--- src/logic/tpc_defs.vh ---
// Constants for one timer channel: register map, fields, reset values.
// Included by every design file of the channel; definitions only.
`ifndef TPC_DEFS_VH
`define TPC_DEFS_VH

// Register byte addresses on the 32-bit bus
`define TPC_OFF_CTRL 4'h0
`define TPC_OFF_VAL_HI 4'h4
`define TPC_OFF_VAL_LO 4'h8
`define TPC_OFF_STAT 4'hc

// Control/status field positions
`define TPC_MS_HI_BIT 5
`define TPC_MS_LO_BIT 4
`define TPC_ELS_HI_BIT 3
`define TPC_ELS_LO_BIT 2

// Buffer state register field positions
`define TPC_ST_RLATCH_BIT 0
`define TPC_ST_GOT_HI_BIT 1
`define TPC_ST_GOT_LO_BIT 2
`define TPC_ST_PEND_BIT 3

// Reset values
`define TPC_CTRL_RST 2'b00
`define TPC_VAL_RST 16'h0000

// Encodings
`define TPC_ELS_OFF 2'b00
`define TPC_CLK_NONE 2'b00
`define TPC_TERM_FREE 16'hffff
`define TPC_MOD_FREE 16'h0000

// Bus answers
`define TPC_RESP_OKAY 2'b00
`define TPC_RESP_SLVERR 2'b10

`endif

--- src/logic/tpc_axil_slave.v ---
// AXI4-Lite slave front end: turns bus transfers into one-cycle strobes.
// Assumes the register side acts on a strobe at the edge that ends it.
`timescale 1ns/1ps
`default_nettype none
`include "tpc_defs.vh"
module tpc_axil_slave (
	input wire aclk,
	input wire aresetn,
	input wire [31:0] s_axi_awaddr,
	input wire s_axi_awvalid,
	output reg s_axi_awready,
	input wire [31:0] s_axi_wdata,
	input wire [3:0] s_axi_wstrb,
	input wire s_axi_wvalid,
	output reg s_axi_wready,
	output reg [1:0] s_axi_bresp,
	output reg s_axi_bvalid,
	input wire s_axi_bready,
	input wire [31:0] s_axi_araddr,
	input wire s_axi_arvalid,
	output reg s_axi_arready,
	output reg [31:0] s_axi_rdata,
	output reg [1:0] s_axi_rresp,
	output reg s_axi_rvalid,
	input wire s_axi_rready,
	output wire wr_stb,
	output wire [3:0] wr_addr,
	output wire [7:0] wr_data,
	output wire rd_stb,
	output wire [3:0] rd_addr,
	input wire [7:0] rd_data
);
	reg [31:0] awaddr_q;
	reg [31:0] wdata_q;
	reg wlane_q;
	reg [31:0] araddr_q;
	reg aw_got_q;
	reg w_got_q;
	reg ar_got_q;
	wire aw_hs = s_axi_awvalid & s_axi_awready;
	wire w_hs = s_axi_wvalid & s_axi_wready;
	wire ar_hs = s_axi_arvalid & s_axi_arready;
	wire wr_ok = mapped(awaddr_q);
	wire rd_ok = mapped(araddr_q);

	function mapped;
		input [31:0] a;
		begin
			mapped = (a[31:4] == 28'h0000000) && (a[1:0] == 2'b00);
		end
	endfunction

	// Only lane 0 carries register bits; other lanes are dropped
	assign wr_stb = aw_got_q & w_got_q & ~s_axi_bvalid & wr_ok & wlane_q;
	assign wr_addr = awaddr_q[3:0];
	assign wr_data = wdata_q[7:0];
	assign rd_stb = ar_got_q & ~s_axi_rvalid & rd_ok;
	assign rd_addr = araddr_q[3:0];

	always @(posedge aclk) begin
		if (!aresetn) begin
			s_axi_awready <= 1'b1;
			s_axi_wready <= 1'b1;
			s_axi_arready <= 1'b1;
			s_axi_bvalid <= 1'b0;
			s_axi_bresp <= `TPC_RESP_OKAY;
			s_axi_rvalid <= 1'b0;
			s_axi_rresp <= `TPC_RESP_OKAY;
			s_axi_rdata <= 32'h00000000;
			awaddr_q <= 32'h00000000;
			wdata_q <= 32'h00000000;
			wlane_q <= 1'b0;
			araddr_q <= 32'h00000000;
			aw_got_q <= 1'b0;
			w_got_q <= 1'b0;
			ar_got_q <= 1'b0;
		end else begin
			if (aw_hs) begin
				awaddr_q <= s_axi_awaddr;
				aw_got_q <= 1'b1;
				s_axi_awready <= 1'b0;
			end
			if (w_hs) begin
				wdata_q <= s_axi_wdata;
				wlane_q <= s_axi_wstrb[0];
				w_got_q <= 1'b1;
				s_axi_wready <= 1'b0;
			end
			if (aw_got_q && w_got_q && !s_axi_bvalid) begin
				s_axi_bvalid <= 1'b1;
				s_axi_bresp <= wr_ok ? `TPC_RESP_OKAY : `TPC_RESP_SLVERR;
			end
			if (s_axi_bvalid && s_axi_bready) begin
				s_axi_bvalid <= 1'b0;
				aw_got_q <= 1'b0;
				w_got_q <= 1'b0;
				s_axi_awready <= 1'b1;
				s_axi_wready <= 1'b1;
			end
			if (ar_hs) begin
				araddr_q <= s_axi_araddr;
				ar_got_q <= 1'b1;
				s_axi_arready <= 1'b0;
			end
			if (ar_got_q && !s_axi_rvalid) begin
				s_axi_rvalid <= 1'b1;
				s_axi_rdata <= rd_ok ? {24'h000000, rd_data} : 32'h00000000;
				s_axi_rresp <= rd_ok ? `TPC_RESP_OKAY : `TPC_RESP_SLVERR;
				ar_got_q <= 1'b0;
			end
			if (s_axi_rvalid && s_axi_rready) begin
				s_axi_rvalid <= 1'b0;
				s_axi_arready <= 1'b1;
			end
		end
	end
endmodule
`default_nettype wire

--- src/logic/tpc_pin_ctrl.v ---
// Pin side of the channel: edge detection for capture, compare and PWM drive.
// Assumes the counter value and its change pulse come from the shared counter.
`timescale 1ns/1ps
`default_nettype none
`include "tpc_defs.vh"
module tpc_pin_ctrl (
	input wire aclk,
	input wire aresetn,
	input wire [1:0] mode_sel,
	input wire [1:0] edge_level_sel,
	input wire center_pwm_select,
	input wire [15:0] chan_value,
	input wire [15:0] cnt_value,
	input wire cnt_tick,
	input wire cnt_up,
	input wire pin_in,
	output wire capture_stb,
	output reg pin_out,
	output reg pin_oe
);
	reg pin_prev_q;
	wire els_off = (edge_level_sel == `TPC_ELS_OFF);
	wire is_ic = ~center_pwm_select & (mode_sel == 2'b00);
	wire is_oc = ~center_pwm_select & (mode_sel == 2'b01);
	wire is_edge_aligned_pulse_mode = ~center_pwm_select & mode_sel[1];
	wire rise = pin_in & ~pin_prev_q;
	wire fall = ~pin_in & pin_prev_q;
	wire match = cnt_tick & (cnt_value == chan_value);
	wire low_true = edge_level_sel[0];

	// Pin must be steady two cycles before entering capture, else a false edge
	assign capture_stb = is_ic & ~els_off &
		((edge_level_sel[0] & rise) | (edge_level_sel[1] & fall)); // RULE2 RULE6

	always @(posedge aclk) begin
		if (!aresetn) begin
			pin_prev_q <= 1'b0;
			pin_out <= 1'b0;
			pin_oe <= 1'b0;
		end else begin
			pin_prev_q <= pin_in;
			pin_oe <= ~els_off & ~is_ic; // RULE1
			if (els_off) begin
				pin_out <= 1'b0; // RULE1
			end else if (is_oc) begin
				if (match) begin
					case (edge_level_sel) // RULE3
						2'b01: pin_out <= ~pin_out;
						2'b10: pin_out <= 1'b0;
						2'b11: pin_out <= 1'b1;
						default: pin_out <= pin_out;
					endcase
				end
			end else if (is_edge_aligned_pulse_mode) begin
				// Compare wins over period start, so a zero value gives 0% duty
				if (match)
					pin_out <= low_true; // RULE4
				else if (cnt_tick && cnt_value == 16'h0000)
					pin_out <= ~low_true; // RULE4
			end else if (center_pwm_select) begin
				if (match && cnt_up)
					pin_out <= low_true; // RULE5
				else if (match)
					pin_out <= ~low_true; // RULE5
			end
		end
	end
endmodule
`default_nettype wire

--- src/logic/tpc_channel.v ---
// One channel of a 16-bit timer: mode control, value register and its buffers.
// Assumes a shared counter outside that supplies its value, change pulse and
// direction, plus the modulo, clock select and center mode of the module.
//
// The implementer's own choices: the register offsets and the AXI4-Lite register port.
`timescale 1ns/1ps
`default_nettype none
`include "tpc_defs.vh"
// Notes on behaviour
// RULE1: Edge/level 00 frees pin for general use
// RULE2: Capture mode: rise, fall or either edge
// RULE3: Compare mode: toggle, clear or set on match
// RULE4: Edge PWM: high-true or low-true pulses
// RULE5: Center select forces center PWM, compare-up edge
// RULE6: Pin stable two cycles before entering capture
// RULE7: Reset clears both value bytes
// RULE8: Capture mode reads latch both bytes coherently
// RULE9: Control write releases the read latch; here a first read in the same cycle still latches
// RULE10: Value writes ignored in capture mode
// RULE11: Debug halt freezes read latch state
// RULE12: Debug halt reads return live register
// RULE13: Compare/PWM writes buffered until both bytes
// RULE14: Bytes may arrive high or low first
// RULE15: No counter clock: load on second byte
// RULE16: Compare mode loads at next counter change
// RULE17: PWM loads at step to terminal count
// RULE18: Control write clears partial write sequence
// RULE19: Debug halt writes go straight to register
// RULE20: Halt writes keep pending sequence intact
// RULE21: Center select makes counter count up/down
// RULE22: Active capture edge copies counter into value
module tpc_channel (
	input wire aclk,
	input wire aresetn,
	input wire [31:0] s_axi_awaddr,
	input wire s_axi_awvalid,
	output wire s_axi_awready,
	input wire [31:0] s_axi_wdata,
	input wire [3:0] s_axi_wstrb,
	input wire s_axi_wvalid,
	output wire s_axi_wready,
	output wire [1:0] s_axi_bresp,
	output wire s_axi_bvalid,
	input wire s_axi_bready,
	input wire [31:0] s_axi_araddr,
	input wire s_axi_arvalid,
	output wire s_axi_arready,
	output wire [31:0] s_axi_rdata,
	output wire [1:0] s_axi_rresp,
	output wire s_axi_rvalid,
	input wire s_axi_rready,
	input wire [15:0] cnt_value,
	input wire cnt_tick,
	input wire cnt_up,
	input wire [15:0] counter_modulo,
	input wire [1:0] counter_clock_select,
	input wire center_pwm_select,
	input wire debug_halt_mode,
	input wire pin_in,
	output wire pin_out,
	output wire pin_oe,
	output reg count_up_down_q,
	output reg [15:0] chan_value_q
);
	// Control fields
	reg [1:0] mode_sel_q;
	reg [1:0] edge_level_sel_q;

	// Read coherency state
	reg rlatch_q;
	reg rfirst_hi_q;
	reg [15:0] rbuf_q;

	// Write coherency state
	reg got_hi_q;
	reg got_lo_q;
	reg pend_q;
	reg [7:0] wbuf_hi_q;
	reg [7:0] wbuf_lo_q;

	wire wr_stb;
	wire [3:0] wr_addr;
	wire [7:0] wr_data;
	wire rd_stb;
	wire [3:0] rd_addr;
	reg [7:0] rd_data;
	wire capture_stb;

	wire is_ic = ~center_pwm_select & (mode_sel_q == 2'b00);
	wire is_oc = ~center_pwm_select & (mode_sel_q == 2'b01);
	wire is_pwm = center_pwm_select | mode_sel_q[1];
	wire clk_off = (counter_clock_select == `TPC_CLK_NONE);

	wire wr_ctrl = wr_stb & (wr_addr == `TPC_OFF_CTRL);
	wire wr_hi = wr_stb & (wr_addr == `TPC_OFF_VAL_HI);
	wire wr_lo = wr_stb & (wr_addr == `TPC_OFF_VAL_LO);
	wire rd_hi = rd_stb & (rd_addr == `TPC_OFF_VAL_HI);
	wire rd_lo = rd_stb & (rd_addr == `TPC_OFF_VAL_LO);

	// A buffered write completes when this write supplies the missing byte
	wire wr_val = (wr_hi | wr_lo) & ~is_ic & ~debug_halt_mode;
	wire completes = (wr_hi & got_lo_q) | (wr_lo & got_hi_q); // RULE14
	// Halt write owns the value this cycle; a pending pair waits its next chance
	wire halt_wr = debug_halt_mode & (wr_hi | wr_lo) & ~is_ic;

	function [15:0] term_count;
		input [15:0] modulo;
		begin
			if (modulo == `TPC_MOD_FREE)
				term_count = `TPC_TERM_FREE;
			else
				term_count = modulo;
		end
	endfunction

	// Counter stepping onto the terminal count, upward only
	wire at_term = cnt_tick & cnt_up & (cnt_value == term_count(counter_modulo));

	// Load of a complete pair waiting for its moment
	wire pend_load = pend_q & (clk_off |
		(is_oc & cnt_tick) | // RULE16
		(is_pwm & at_term)); // RULE17

	tpc_axil_slave u_bus (
		.aclk(aclk),
		.aresetn(aresetn),
		.s_axi_awaddr(s_axi_awaddr),
		.s_axi_awvalid(s_axi_awvalid),
		.s_axi_awready(s_axi_awready),
		.s_axi_wdata(s_axi_wdata),
		.s_axi_wstrb(s_axi_wstrb),
		.s_axi_wvalid(s_axi_wvalid),
		.s_axi_wready(s_axi_wready),
		.s_axi_bresp(s_axi_bresp),
		.s_axi_bvalid(s_axi_bvalid),
		.s_axi_bready(s_axi_bready),
		.s_axi_araddr(s_axi_araddr),
		.s_axi_arvalid(s_axi_arvalid),
		.s_axi_arready(s_axi_arready),
		.s_axi_rdata(s_axi_rdata),
		.s_axi_rresp(s_axi_rresp),
		.s_axi_rvalid(s_axi_rvalid),
		.s_axi_rready(s_axi_rready),
		.wr_stb(wr_stb),
		.wr_addr(wr_addr),
		.wr_data(wr_data),
		.rd_stb(rd_stb),
		.rd_addr(rd_addr),
		.rd_data(rd_data)
	);

	tpc_pin_ctrl u_pin (
		.aclk(aclk),
		.aresetn(aresetn),
		.mode_sel(mode_sel_q),
		.edge_level_sel(edge_level_sel_q),
		.center_pwm_select(center_pwm_select),
		.chan_value(chan_value_q),
		.cnt_value(cnt_value),
		.cnt_tick(cnt_tick),
		.cnt_up(cnt_up),
		.pin_in(pin_in),
		.capture_stb(capture_stb),
		.pin_out(pin_out),
		.pin_oe(pin_oe)
	);

	// Read data: latched byte only outside debug halt
	always @* begin
		rd_data = 8'h00;
		case (rd_addr)
			`TPC_OFF_CTRL: begin
				rd_data[`TPC_MS_HI_BIT] = mode_sel_q[1];
				rd_data[`TPC_MS_LO_BIT] = mode_sel_q[0];
				rd_data[`TPC_ELS_HI_BIT] = edge_level_sel_q[1];
				rd_data[`TPC_ELS_LO_BIT] = edge_level_sel_q[0];
			end
			`TPC_OFF_VAL_HI: begin
				if (rlatch_q && !debug_halt_mode)
					rd_data = rbuf_q[15:8]; // RULE8
				else
					rd_data = chan_value_q[15:8]; // RULE12
			end
			`TPC_OFF_VAL_LO: begin
				if (rlatch_q && !debug_halt_mode)
					rd_data = rbuf_q[7:0]; // RULE8
				else
					rd_data = chan_value_q[7:0]; // RULE12
			end
			`TPC_OFF_STAT: begin
				rd_data[`TPC_ST_RLATCH_BIT] = rlatch_q;
				rd_data[`TPC_ST_GOT_HI_BIT] = got_hi_q;
				rd_data[`TPC_ST_GOT_LO_BIT] = got_lo_q;
				rd_data[`TPC_ST_PEND_BIT] = pend_q;
			end
			default: rd_data = 8'h00;
		endcase
	end

	// Control register; flag and enable bits live elsewhere
	always @(posedge aclk) begin
		if (!aresetn) begin
			mode_sel_q <= `TPC_CTRL_RST;
			edge_level_sel_q <= `TPC_CTRL_RST;
			count_up_down_q <= 1'b0;
		end else begin
			count_up_down_q <= center_pwm_select; // RULE21
			if (wr_ctrl) begin
				mode_sel_q <= {wr_data[`TPC_MS_HI_BIT], wr_data[`TPC_MS_LO_BIT]};
				edge_level_sel_q <= {wr_data[`TPC_ELS_HI_BIT], wr_data[`TPC_ELS_LO_BIT]};
			end
		end
	end

	// Read coherency; reads while halted leave it alone, a control write frees it unless a first read latches in the same cycle
	always @(posedge aclk) begin
		if (!aresetn) begin
			rlatch_q <= 1'b0;
			rfirst_hi_q <= 1'b0;
			rbuf_q <= `TPC_VAL_RST;
		end else if ((rd_hi || rd_lo) && is_ic && !debug_halt_mode) begin // RULE11
			// A first read in the same cycle as a control write still latches
			if (!rlatch_q) begin
				rlatch_q <= 1'b1; // RULE8
				rfirst_hi_q <= rd_hi;
				rbuf_q <= chan_value_q;
			end else if (wr_ctrl || rd_hi != rfirst_hi_q) begin
				rlatch_q <= 1'b0; // RULE8 RULE9
			end
		end else if (wr_ctrl) begin
			rlatch_q <= 1'b0; // RULE9
		end
	end

	// Write buffer sequence; halt writes leave it untouched
	always @(posedge aclk) begin
		if (!aresetn) begin
			got_hi_q <= 1'b0;
			got_lo_q <= 1'b0;
			pend_q <= 1'b0;
			wbuf_hi_q <= 8'h00;
			wbuf_lo_q <= 8'h00;
		end else if (wr_ctrl) begin
			got_hi_q <= 1'b0; // RULE18
			got_lo_q <= 1'b0; // RULE18
			pend_q <= 1'b0;
		end else begin
			if (pend_load && !halt_wr)
				pend_q <= 1'b0;
			if (wr_val) begin // RULE13 RULE19
				if (wr_hi)
					wbuf_hi_q <= wr_data;
				if (wr_lo)
					wbuf_lo_q <= wr_data;
				if (completes) begin
					got_hi_q <= 1'b0;
					got_lo_q <= 1'b0;
					// Without a counter clock the pair goes straight in
					pend_q <= ~clk_off; // RULE15
				end else begin
					got_hi_q <= got_hi_q | wr_hi;
					got_lo_q <= got_lo_q | wr_lo;
				end
			end
		end
	end

	// Value register: capture, direct halt writes, buffered loads
	always @(posedge aclk) begin
		if (!aresetn) begin
			chan_value_q <= `TPC_VAL_RST; // RULE7
		end else if (capture_stb) begin
			chan_value_q <= cnt_value; // RULE22
		end else if (is_ic) begin
			chan_value_q <= chan_value_q; // RULE10
		end else if (debug_halt_mode && wr_hi) begin
			chan_value_q[15:8] <= wr_data; // RULE19 RULE20
		end else if (debug_halt_mode && wr_lo) begin
			chan_value_q[7:0] <= wr_data; // RULE19 RULE20
		end else if (wr_val && completes && clk_off) begin
			if (wr_hi)
				chan_value_q <= {wr_data, wbuf_lo_q}; // RULE15
			else
				chan_value_q <= {wbuf_hi_q, wr_data}; // RULE15
		end else if (pend_load && !wr_ctrl) begin
			// Pair buffered before the halt still lands afterwards
			chan_value_q <= {wbuf_hi_q, wbuf_lo_q}; // RULE20
		end
	end
endmodule
`default_nettype wire

--- config.mk ---
export PLATFORM = sky130hd
export DESIGN_NAME = tpc_channel
export DESIGN_NICKNAME = d
export VERILOG_FILES = /design/src/logic/tpc_axil_slave.v /design/src/logic/tpc_pin_ctrl.v /design/src/logic/tpc_channel.v
export VERILOG_INCLUDE_DIRS = /design/src /design/src/logic
export SDC_FILE = /design/constraint.sdc
export NUM_CORES = 1
export LEC_CHECK = 0
export ABC_AREA = 1
export BUFFER_PORTS_ARGS = -buffer_cell sky130_fd_sc_hd__buf_2
export CORE_ASPECT_RATIO = 2
export CORE_MARGIN = 1.5
export CORE_UTILIZATION = 48
export DETAILED_ROUTE_END_ITERATION = 10
export GPL_TIMING_DRIVEN = 0
export PLACE_DENSITY = 0.81
export RECOVER_POWER = 25
export SLEW_MARGIN = 20
export SYNTH_ARGS = -nofsm -noshare
export SYNTH_HDL_FRONTEND = slang
export SYNTH_SLANG_ARGS = --single-unit
--- constraint.sdc ---
create_clock -name aclk -period 2.5 [get_ports aclk]
set_input_delay 0.125 -clock aclk [delete_from_list [all_inputs] [get_ports aclk]]
set_output_delay 0.125 -clock aclk [all_outputs]
set_load 0.05 [all_outputs]
==> flow_summary.ini, run 1 <==
[place]
io_buffers = 151
dpl.cell_count = 1524
dp_hpwl_mm = 19.00
gp_congestion = 0.9497

[synthesis]
ys_seq_area_share_pct = 39.81
synthesis.area_mm2 = 0.007644
yosysWarnings = 0
syn_inst = 1147
ys_seq_elements = 152
synthDistinctLibCells = 43
syn_area_per_cell_um2 = 6.664

[timing]
max_freq_mhz = 410.4
final_max_slew_viol_count = 0
final-hold-violation-count = 2
fin_skew_ns = 0.005706
slew_headroom_pct = 53.17
tightest_slew_ns = 0.6999
finalCritPeriodShare_pct = 97.47
period_needed_ns = 2.437
setup_tns_ns = 0
finalSetupViolations = 0
hold_ws_ns = -0.004099

[final_layout]
areaGrowthSynthToFinish_pct = 33.34
antenna_cells = 0
instances_no_fill = 1637
layout.nets = 1570
layout-drive-gt1-share_pct = 17.41

[clock_network]
clk_latency_ns = 0.43
cts-htree-levels = 4
clk_pin_slew_worst_paths_ns = 0.06
clockBufferDepth = 2
root_buffer = clkbuf_16
cts_sinks = 152
tritoncts = built
cts-buffers-inserted = 17

[floorplan]
pin_count = 206
die-area_mm2 = 0.01674
die_h_um = 181.5
rows = 65
die_w_um = 92.23
start_util_pct = 48.70
core_area_mm2 = 0.01570

[global_routing]
globalRouteMet3Util_pct = 6.575
antenna_found_initial = 0
top_usage_layer = met2
grtUsageTotal_pct = 31.62
grtUsageMet2_pct = 59.17
grt_pass1_vias = 8366
grt_start_max_net_pins = 17
grt_util_met1_pct = 28.56
gr-total-overflow = 0
grt_pass1_wl_mm = 40.51

[setup_path]
endpoint_kind = flop
r2r_end = chan_value_q[8]
arrival_ns = 2.76
worstSetupStartpoint = u_bus.awaddr_q[10]
worstSetupEndpoint = chan_value_q[8]
r2r-start = u_bus.awaddr_q[10]
critical_path_class = flop to flop
r2r_cells = 16
critPathLaunchType = flop
cp.required_ns = 2.82
reg2reg_slack_ns = 0.06
worstPathMaxFanout = 10

[detailed_routing]
wirelength_mm = 26.63
wl_per_cell_um = 16.27
drt_iter0_markers = 615
vias = 8651
drc = 0
drtAntennaViolNets = 0
routed_via_density = 5.285
drtPass1Iterations = 7

[job]
cap_violations = 0

[run_status]
violations = hold timing
outcome = finished, violations left

[worst_hold_path]
hold_path.class = primary input to flop

[pwr]
ir_worst_vdd_mv = 0.6328
cellLeakagePower_nw = 4.733
p_total_mw = 6.040
power_density_mw_per_mm2 = 592.6
## sequential cells by signal, indices dropped and copies added, names as in the netlist, 2 cells and up
register	cells
u_bus.awaddr_q	32
chan_value_q	16
u_bus.s_axi_rdata	8
wbuf_hi_q	8
mode_sel_q	2
wbuf_lo_q	8
edge_level_sel_q	2
rbuf_q	16
u_bus.wdata_q	8
u_bus.araddr_q	32
## cells in the final DEF, fill, tap and decap left out, types with 26 or more instances in the layout
cell,count
inv_1,143
nand2_1,180
nor2_1,239
conb_1,26
nand3_1,51
o22ai_1,27
dfxtp_1,152
a21oi_1,53
buf_2,125
o21ai_0,120
buf_4,43
clkbuf_1,64
dlygate4sd3_1,66
## how the worst min path moves through the flow
stage / startpoint / end / slack [ns] / cells after the start
after detailed placement: pin_in / u_pin.pin_prev_q / 0.34 / 3
after global placement: pin_in / u_pin.pin_prev_q / 0.34 / 3
final: s_axi_awaddr[6] / u_bus.awaddr_q[6] / -0.004 / 3
after floorplan: center_pwm_select / count_up_down_q / 0.22 / 2
after CTS: s_axi_wdata[4] / u_bus.wdata_q[4] / 0.0005 / 3
after global routing: s_axi_araddr[7] / u_bus.araddr_q[7] / 0.02 / 3
## where the power goes
part | internal [mW] | switching, mW
Combinational | 0.338 | 0.588
Clock | 1.51 | 0.986
Sequential | 2.54 | 0.0793
Total | 4.39 | 1.65
## critical path: stages, from the launching register on
cell and delay (ns):
dfxtp_1 0.31, nor2_1 0.10, nand2_1 0.14, nor2_2 0.18, nand3_4 0.09, nor2_4 0.12, nand2_2 0.08, inv_2 0.10
o211ai_4 0.09, nor2_4 0.21, buf_4 0.17, nand3_4 0.09, nand3_2 0.14, nand3_4 0.11, buf_6 0.17, nor2_2 0.14
nor2_1 0.06
## final cells by class
| cell class | instances | area, um^2 |
|---|---|---|
| Inverter | 147 | 554.3 |
| Timing Repair Buffer | 234 | 1508 |
| Clock inverter | 9 | 100.1 |
| Tap cell | 201 | 251.5 |
| Clock buffer | 22 | 464.2 |
| Buffer | 65 | 371.6 |
| Sequential cell | 152 | 3043 |
| Fill cell | 1367 | 5504 |
| Multi-Input combinational cell | 807 | 3900 |
## cells in the mapped netlist (all sizes together)
cell type / n / share of area (%)
a31oi: 1 / 0.082
xor2: 7 / 0.80
nand3: 57 / 4.1
o22ai: 27 / 2.2
a22o: 1 / 0.11
nand4: 9 / 0.90
a221oi: 2 / 0.23
o21ai: 124 / 8.1
nor3: 14 / 1.1
nor4: 9 / 0.93
buf: 34 / 3.4
or2: 2 / 0.20
clkbuf: 32 / 1.6
nor2: 256 / 13
a211oi: 20 / 2.0
dfxtp: 152 / 40
o21a: 1 / 0.098
nor3b: 1 / 0.098
and2: 1 / 0.082
conb: 1 / 0.049
nand3b: 1 / 0.26
nand2: 190 / 9.6
clkinv: 1 / 0.049
inv: 146 / 7.2
a21oi: 53 / 3.5
or4: 2 / 0.20
o211ai: 3 / 0.36
## per-stage QoR
stage | area (um^2) | worst slack (ns) | util (%)
global placement | 8745 | -0.09016 | 55.71
global route | 10190 | -0.04860 | 64.93
finish | 10190 | 0.06313 | 64.93
detailed placement | 8745 | -0.07836 | 55.71
CTS | 9991 | 0.01085 | 63.65
floorplan | 7737 | 0.3699 | -
## layer usage
metal	vias up	wire [um]
li1	4200	-
met1	3933	8840
met2	388	14130
met3	130	1554
met4	0	2103
met5	-	0
## kinds of logic after synthesis
family,synth area share [%]
flip-flops,39.81
AO/OA/AOI/OAI,16.65
AND/OR/NAND/NOR,30.55
other,0.04906
XOR/XNOR,0.8021
buffers and inverters,12.15
## repair_timing
item	CTS	global route
gates resized for setup	4	27
setup buffers	0	17
endpoints found under the setup margin	6	45
endpoints found under the hold margin	67	0
pin swaps	0	16
hold buffers	66	0
Note: power is estimated with default switching activity, not from simulation.
==> run 2: changes to the inputs <==
- BUFFER_PORTS_ARGS: -buffer_cell sky130_fd_sc_hd__buf_2 -> default
- DONT_BUFFER_PORTS: default -> 1
- PLACE_DENSITY: 0.81 -> 0.7
==> run 2 against run 1 <==
The flow now finishes without violations. Maximum frequency is 0.28% lower. Non-clock buffer count is 131 lower. Design area is 4.9% lower. Flip-flop and latch count stayed put. Clock power hardly changed. Sequential power is 2% higher. Routed wire length is 5.5% lower. Setup slack worse by 0.0068 ns. First-iteration DRC count is 22% lower. Critical path type unchanged. Critical endpoint is now chan_value_q[0]. Largest cell class unchanged. Largest power group unchanged.
==> flow_summary.ini, run 2 (synthesis gave the netlist of run 1 again) <==
[run_status]
outcome = finished clean

[floorplan]
die-area_mm2 = 0.01674
die_w_um = 92.23
pin_count = 206
core_area_mm2 = 0.01570
rows = 65
start_util_pct = 48.70
die_h_um = 181.5

[final_layout]
utilization_pct = 61.73
areaGrowthSynthToFinish_pct = 26.76
final_cell_area_mm2 = 0.009689
final_cell_mix = nor2_1 (244), nand2_1 (178), dfxtp_1 (149)
layout_commonest_cell = nor2_1
top_regs = u_bus.araddr_q x32, u_bus.awaddr_q x32
ff_latch_area_mm2 = 0.003049
fill_cells = 1456
multiInputGateArea_mm2 = 0.003919
layout.nets = 1441
antenna_cells = 0
layout-drive-gt1-share_pct = 10.40

[setup_path]
critical_path_class = flop to flop
worstSetupEndpoint = chan_value_q[0]
r2r_end = chan_value_q[0]
arrival_ns = 2.77
cp.required_ns = 2.83
reg2reg_slack_ns = 0.06
worstPathMaxFanout = 8
worstSetupStartpoint = u_bus.awaddr_q[8]
r2r_cells = 16
endpoint_kind = flop
r2r-start = u_bus.awaddr_q[8]
critPathLaunchType = flop

[global_routing]
grt_pass1_wl_mm = 38.76
globalRouteMet3Util_pct = 7.077
grt_util_met1_pct = 27.78
gr-total-overflow = 0
grtUsageTotal_pct = 30.05
antenna_found_initial = 0
grt_start_max_net_pins = 17
top_usage_layer = met2
grt_pass1_vias = 7648
grtUsageMet2_pct = 57.16

[clock_network]
cts-htree-levels = 4
clk_latency_ns = 0.43
cts_sinks = 152
root_buffer = clkbuf_16
clockBufferDepth = 2
clk_pin_slew_worst_paths_ns = 0.07
cts-buffers-inserted = 17
tritoncts = built

[job]
cap_violations = 0

[detailed_routing]
drtPass1Iterations = 5
vias = 7893
drt_iter0_markers = 479
wirelength_mm = 25.17
routed_via_density = 5.231
drtAntennaViolNets = 0
drc = 0
wl_per_cell_um = 16.68

[worst_hold_path]
hold_path.class = primary input to flop

[timing]
tightest_slew_ns = 0.9131
final-hold-violation-count = 0
fin_skew_ns = 0.01301
slew_headroom_pct = 38.90
final_max_slew_viol_count = 0
period_needed_ns = 2.444
hold_ws_ns = 0.02794
finalSetupViolations = 0
worst_slack_ns = 0.05638
max_freq_mhz = 409.2
setup_tns_ns = 0
finalCritPeriodShare_pct = 97.74

[place]
dp_hpwl_mm = 18.47
io_buffers = 0
post_dp_cell_area_mm2 = 0.007989
place_ws_ns = -0.1674
gp_congestion = 0.9622

[pwr]
ir_worst_vdd_mv = 0.6692
power_density_mw_per_mm2 = 607.5
cellLeakagePower_nw = 4.286
## run 2: repair_timing
action	in CTS	in global routing
buffers inserted	1	17
hold buffers	85	0
setup endpoints to repair	27	46
endpoints found under the hold margin	90	0
pin swaps	0	18
resized for setup	4	33
gates cloned	0	2
## run 2: worst min-delay path by stage
stage	from	to	slack [ns]	cells after the start
after CTS	aresetn	rbuf_q[1]	0.02	2
final	aresetn	rbuf_q[1]	0.03	2
after global placement	pin_in	u_pin.pin_prev_q	0.22	2
after floorplan	center_pwm_select	count_up_down_q	0.22	2
after global routing	aresetn	rbuf_q[2]	0.03	2
after detailed placement	center_pwm_select	count_up_down_q	0.23	2
## run 2: power breakdown
| part | switching (mW) | internal, mW |
|---|---|---|
| logic | 0.482 | 0.287 |
| registers | 0.116 | 2.54 |
| clock network | 1.08 | 1.38 |
## run 2: area by class of cell
type / instances / area share [%]
clock buffers: 19 / 4.468
well taps: 201 / 2.596
flip-flops and latches: 152 / 31.47
repair buffers: 103 / 10.21
clock inverters: 13 / 1.266
inverters: 147 / 5.695
multi-input cells: 809 / 40.44
plain buffers: 65 / 3.848
## run 2: through the flow
stage               power, mW  cells
CTS                     5.880   1491
detailed placement      3.343   1373
finish                  5.886   1509
global placement        3.330   1373
global route            6.132   1509
floorplan               3.202   1172
## run 2: critical path: stages (launching register included)
cell and delay (ns):
dfxtp_1 0.33, nor2_1 0.14, nand2_2 0.09, nor2_1 0.14, nand3_2 0.11, nor2_4 0.13
nand2_2 0.08, inv_2 0.09, o211ai_4 0.08, nor2_4 0.26, nand4_4 0.22, nand2_4 0.20
nand2_1 0.09, nand2_2 0.07, nor2_1 0.07, nor2_1 0.17, nor2_1 0.06
## run 2: per-layer routing
metal / up-vias / routed length [um]
li1: 3940 / -
met1: 3570 / 8422
met2: 285 / 13710
met3: 98 / 1406
met4: 0 / 1636
met5: - / 0
==> run 3: changes to the inputs <==
--- a/config.mk
+++ b/config.mk
@@ -11,3 +11,3 @@
 export CORE_MARGIN = 1.5
-export CORE_UTILIZATION = 48
+export CORE_UTILIZATION = 60
 export DETAILED_ROUTE_END_ITERATION = 10
@@ -15,3 +15,3 @@
 export GPL_TIMING_DRIVEN = 0
-export PLACE_DENSITY = 0.7
+export PLACE_DENSITY = 0.83
 export RECOVER_POWER = 25
--- a/constraint.sdc
+++ b/constraint.sdc
@@ -3,2 +3,2 @@
 set_output_delay 0.125 -clock aclk [all_outputs]
-set_load 0.05 [all_outputs]
+set_load 0.01 [all_outputs]
==> run 3 against run 2 <==
Via count rose by 3.5%. Critical endpoint is now chan_value_q[8]. Clock power rose by 8.5%. Cell count fell by 3.8%. Combinational power fell by 4.6%. Register-to-register slack improved by 0.04 ns. Routed wire length rose by 2.6%. Clock skew fell by 0.00085 ns. Power rose by 2.7%. Core utilization rose by 15 points.
==> flow_summary.ini, run 3 (synthesis gave the netlist of run 1 again) <==
[floorplan]
die_w_um = 82.81
die-area_mm2 = 0.01347
pin_count = 206
rows = 58
core_area_mm2 = 0.01248
die_h_um = 162.6
start_util_pct = 61.24

[setup_path]
critPathTopFamily = simple AND/OR/NAND/NOR gates
crit_chain = nor2_1 -> nor3_1 -> nand2_1 -> nor2_1 -> nand2_1 -> nor2_1 -> nand3_1 -> nand2_1 -> nand2_2 -> nand3_2 -> nand3_4 -> buf_6 -> nor2_4 -> nor2_1
timing.critical_path.slowest_stage_cell = dfxtp_1
critPathLaunchType = flop
crit_top_cell = nor2_1
slowest_delay_ns = 0.39
cp_num_buf_inv = 1
arrival_ns = 2.72
worstPathMaxFanout = 10
worstSetupStartpoint = mode_sel_q[1]
cp.required_ns = 2.82
critical_path_class = flop to flop
endpoint_kind = flop
r2r-start = mode_sel_q[1]

[final_layout]
antenna_cells = 0
top_regs = u_bus.araddr_q x32, u_bus.awaddr_q x32
areaGrowthSynthToFinish_pct = 25.81
final_cell_mix = nor2_1 (240), nand2_1 (179), dfxtp_1 (152)
layout-drive-gt1-share_pct = 9.915
layout_commonest_cell = nor2_1
layout.nets = 1434

[clock_network]
clockBufferDepth = 2
cts_sinks = 152
cts-htree-levels = 4
cts-buffers-inserted = 17
clk_latency_ns = 0.44
root_buffer = clkbuf_16
clk_pin_slew_worst_paths_ns = 0.06
tritoncts = built

[detailed_routing]
wl_per_cell_um = 17.79
drc = 0
drtPass1Iterations = 5
drt_iter0_markers = 610
routed_via_density = 5.628
vias = 8166
wirelength_mm = 25.81
drtAntennaViolNets = 0

[timing]
period_needed_ns = 2.401
final_max_slew_viol_count = 0
finalCritPeriodShare_pct = 96.04
grt_setup_unrepaired = true
slew_headroom_pct = 55.41
max_freq_mhz = 416.5
fin_skew_ns = 0.01216
tightest_slew_ns = 0.6644
finalSetupViolations = 0
worst_slack_ns = 0.09908
final-hold-violation-count = 0

[job]
cap_violations = 0

[pwr]
p_int_mw = 4.352
swShare_pct = 28.01
switchingPower_mw = 1.693
cellLeakagePower_nw = 4.303
p_seq_share_pct = 43.6
p_total_mw = 6.044
p_comb_share_pct = 12.2
ir_worst_vdd_mv = 0.6158
power_density_mw_per_mm2 = 628.5
clock_power_share_pct = 44.2

[place]
place_ws_ns = 0.03024
gp_congestion = 0.9670
dp_hpwl_mm = 17.50
io_buffers = 0

[global_routing]
grtUsageTotal_pct = 36.77
gr-total-overflow = 0
grt_pass1_wl_mm = 39.02
grt_start_max_net_pins = 17
grt_pass1_vias = 7989
antenna_found_initial = 0

[run_status]
outcome = finished clean

[worst_hold_path]
min-delay-start = aresetn
hold_path.class = primary input to flop
==> run 3: through the flow <==
stage,utilization (%),instances,area (um^2),hold WS [ns],setup TNS (ns)
2_1_floorplan,-,1172,7737,0.2185,0
3_5_place_dp,63.49,1322,7925,0.2242,0
6_report,77.04,1451,9617,0.02792,0
3_3_place_gp,63.49,1322,7925,0.2220,0
5_1_grt,77.04,1451,9617,0.03709,-0.5636
4_1_cts,75.17,1439,9383,0.01490,0
==> run 3: layer usage <==
layer	part of all wire (%)	routed length [um]	GRT usage [%]
met5	0	0	0
met1	33	8473	32.75
met2	54	13930	71.03
met3	6.0	1553	9.072
met4	7.2	1853	24.70
==> run 3: power groups by stage <==
stage / logic (mW) / clock network (mW) / registers [mW]
5_1_grt: 0.807 / 2.76 / 2.64
4_1_cts: 0.671 / 2.65 / 2.62
2_1_floorplan: 0.446 / 0 / 2.65
3_5_place_dp: 0.559 / 0 / 2.68
3_3_place_gp: 0.546 / 0 / 2.67
6_report: 0.734 / 2.67 / 2.64
==> run 3: repair_timing <==
item / 4_1_cts / 5_1_grt
endpoints found under the hold margin: 90 / 0
endpoints found under the setup margin: 0 / 50
buffers inserted: 0 / 13
gates resized for setup: 0 / 36
hold buffers: 85 / 0
==> run 3: final timing paths <==
kind                            slack [ns]  cells after the start         endpoint
worst max-delay path                   0.1                     14  chan_value_q[8]
worst min-delay path                  0.03                      2        rbuf_q[0]
worst max register to register         0.1                     14  chan_value_q[8]
worst min register to register        0.46                      2     wbuf_hi_q[0]
==> run 3: worst reg2reg max path, delay by kind of cell (launching register included) <==
kind | cells | cell delay (ns)
and+or+nand+nor | 13 | 1.74
buffers and inverters | 1 | 0.17
DFF | 1 | 0.39
==> run 3: final cells by class <==
type | instances | area (um^2)
plain buffers | 65 | 370.4
clock buffers | 17 | 425.4
clock inverters | 15 | 181.4
fillers | 911 | 2865
inverters | 147 | 554.3
multi-input cells | 807 | 3902
flip-flops and latches | 152 | 3043
well taps | 150 | 187.7
repair buffers | 98 | 952.2
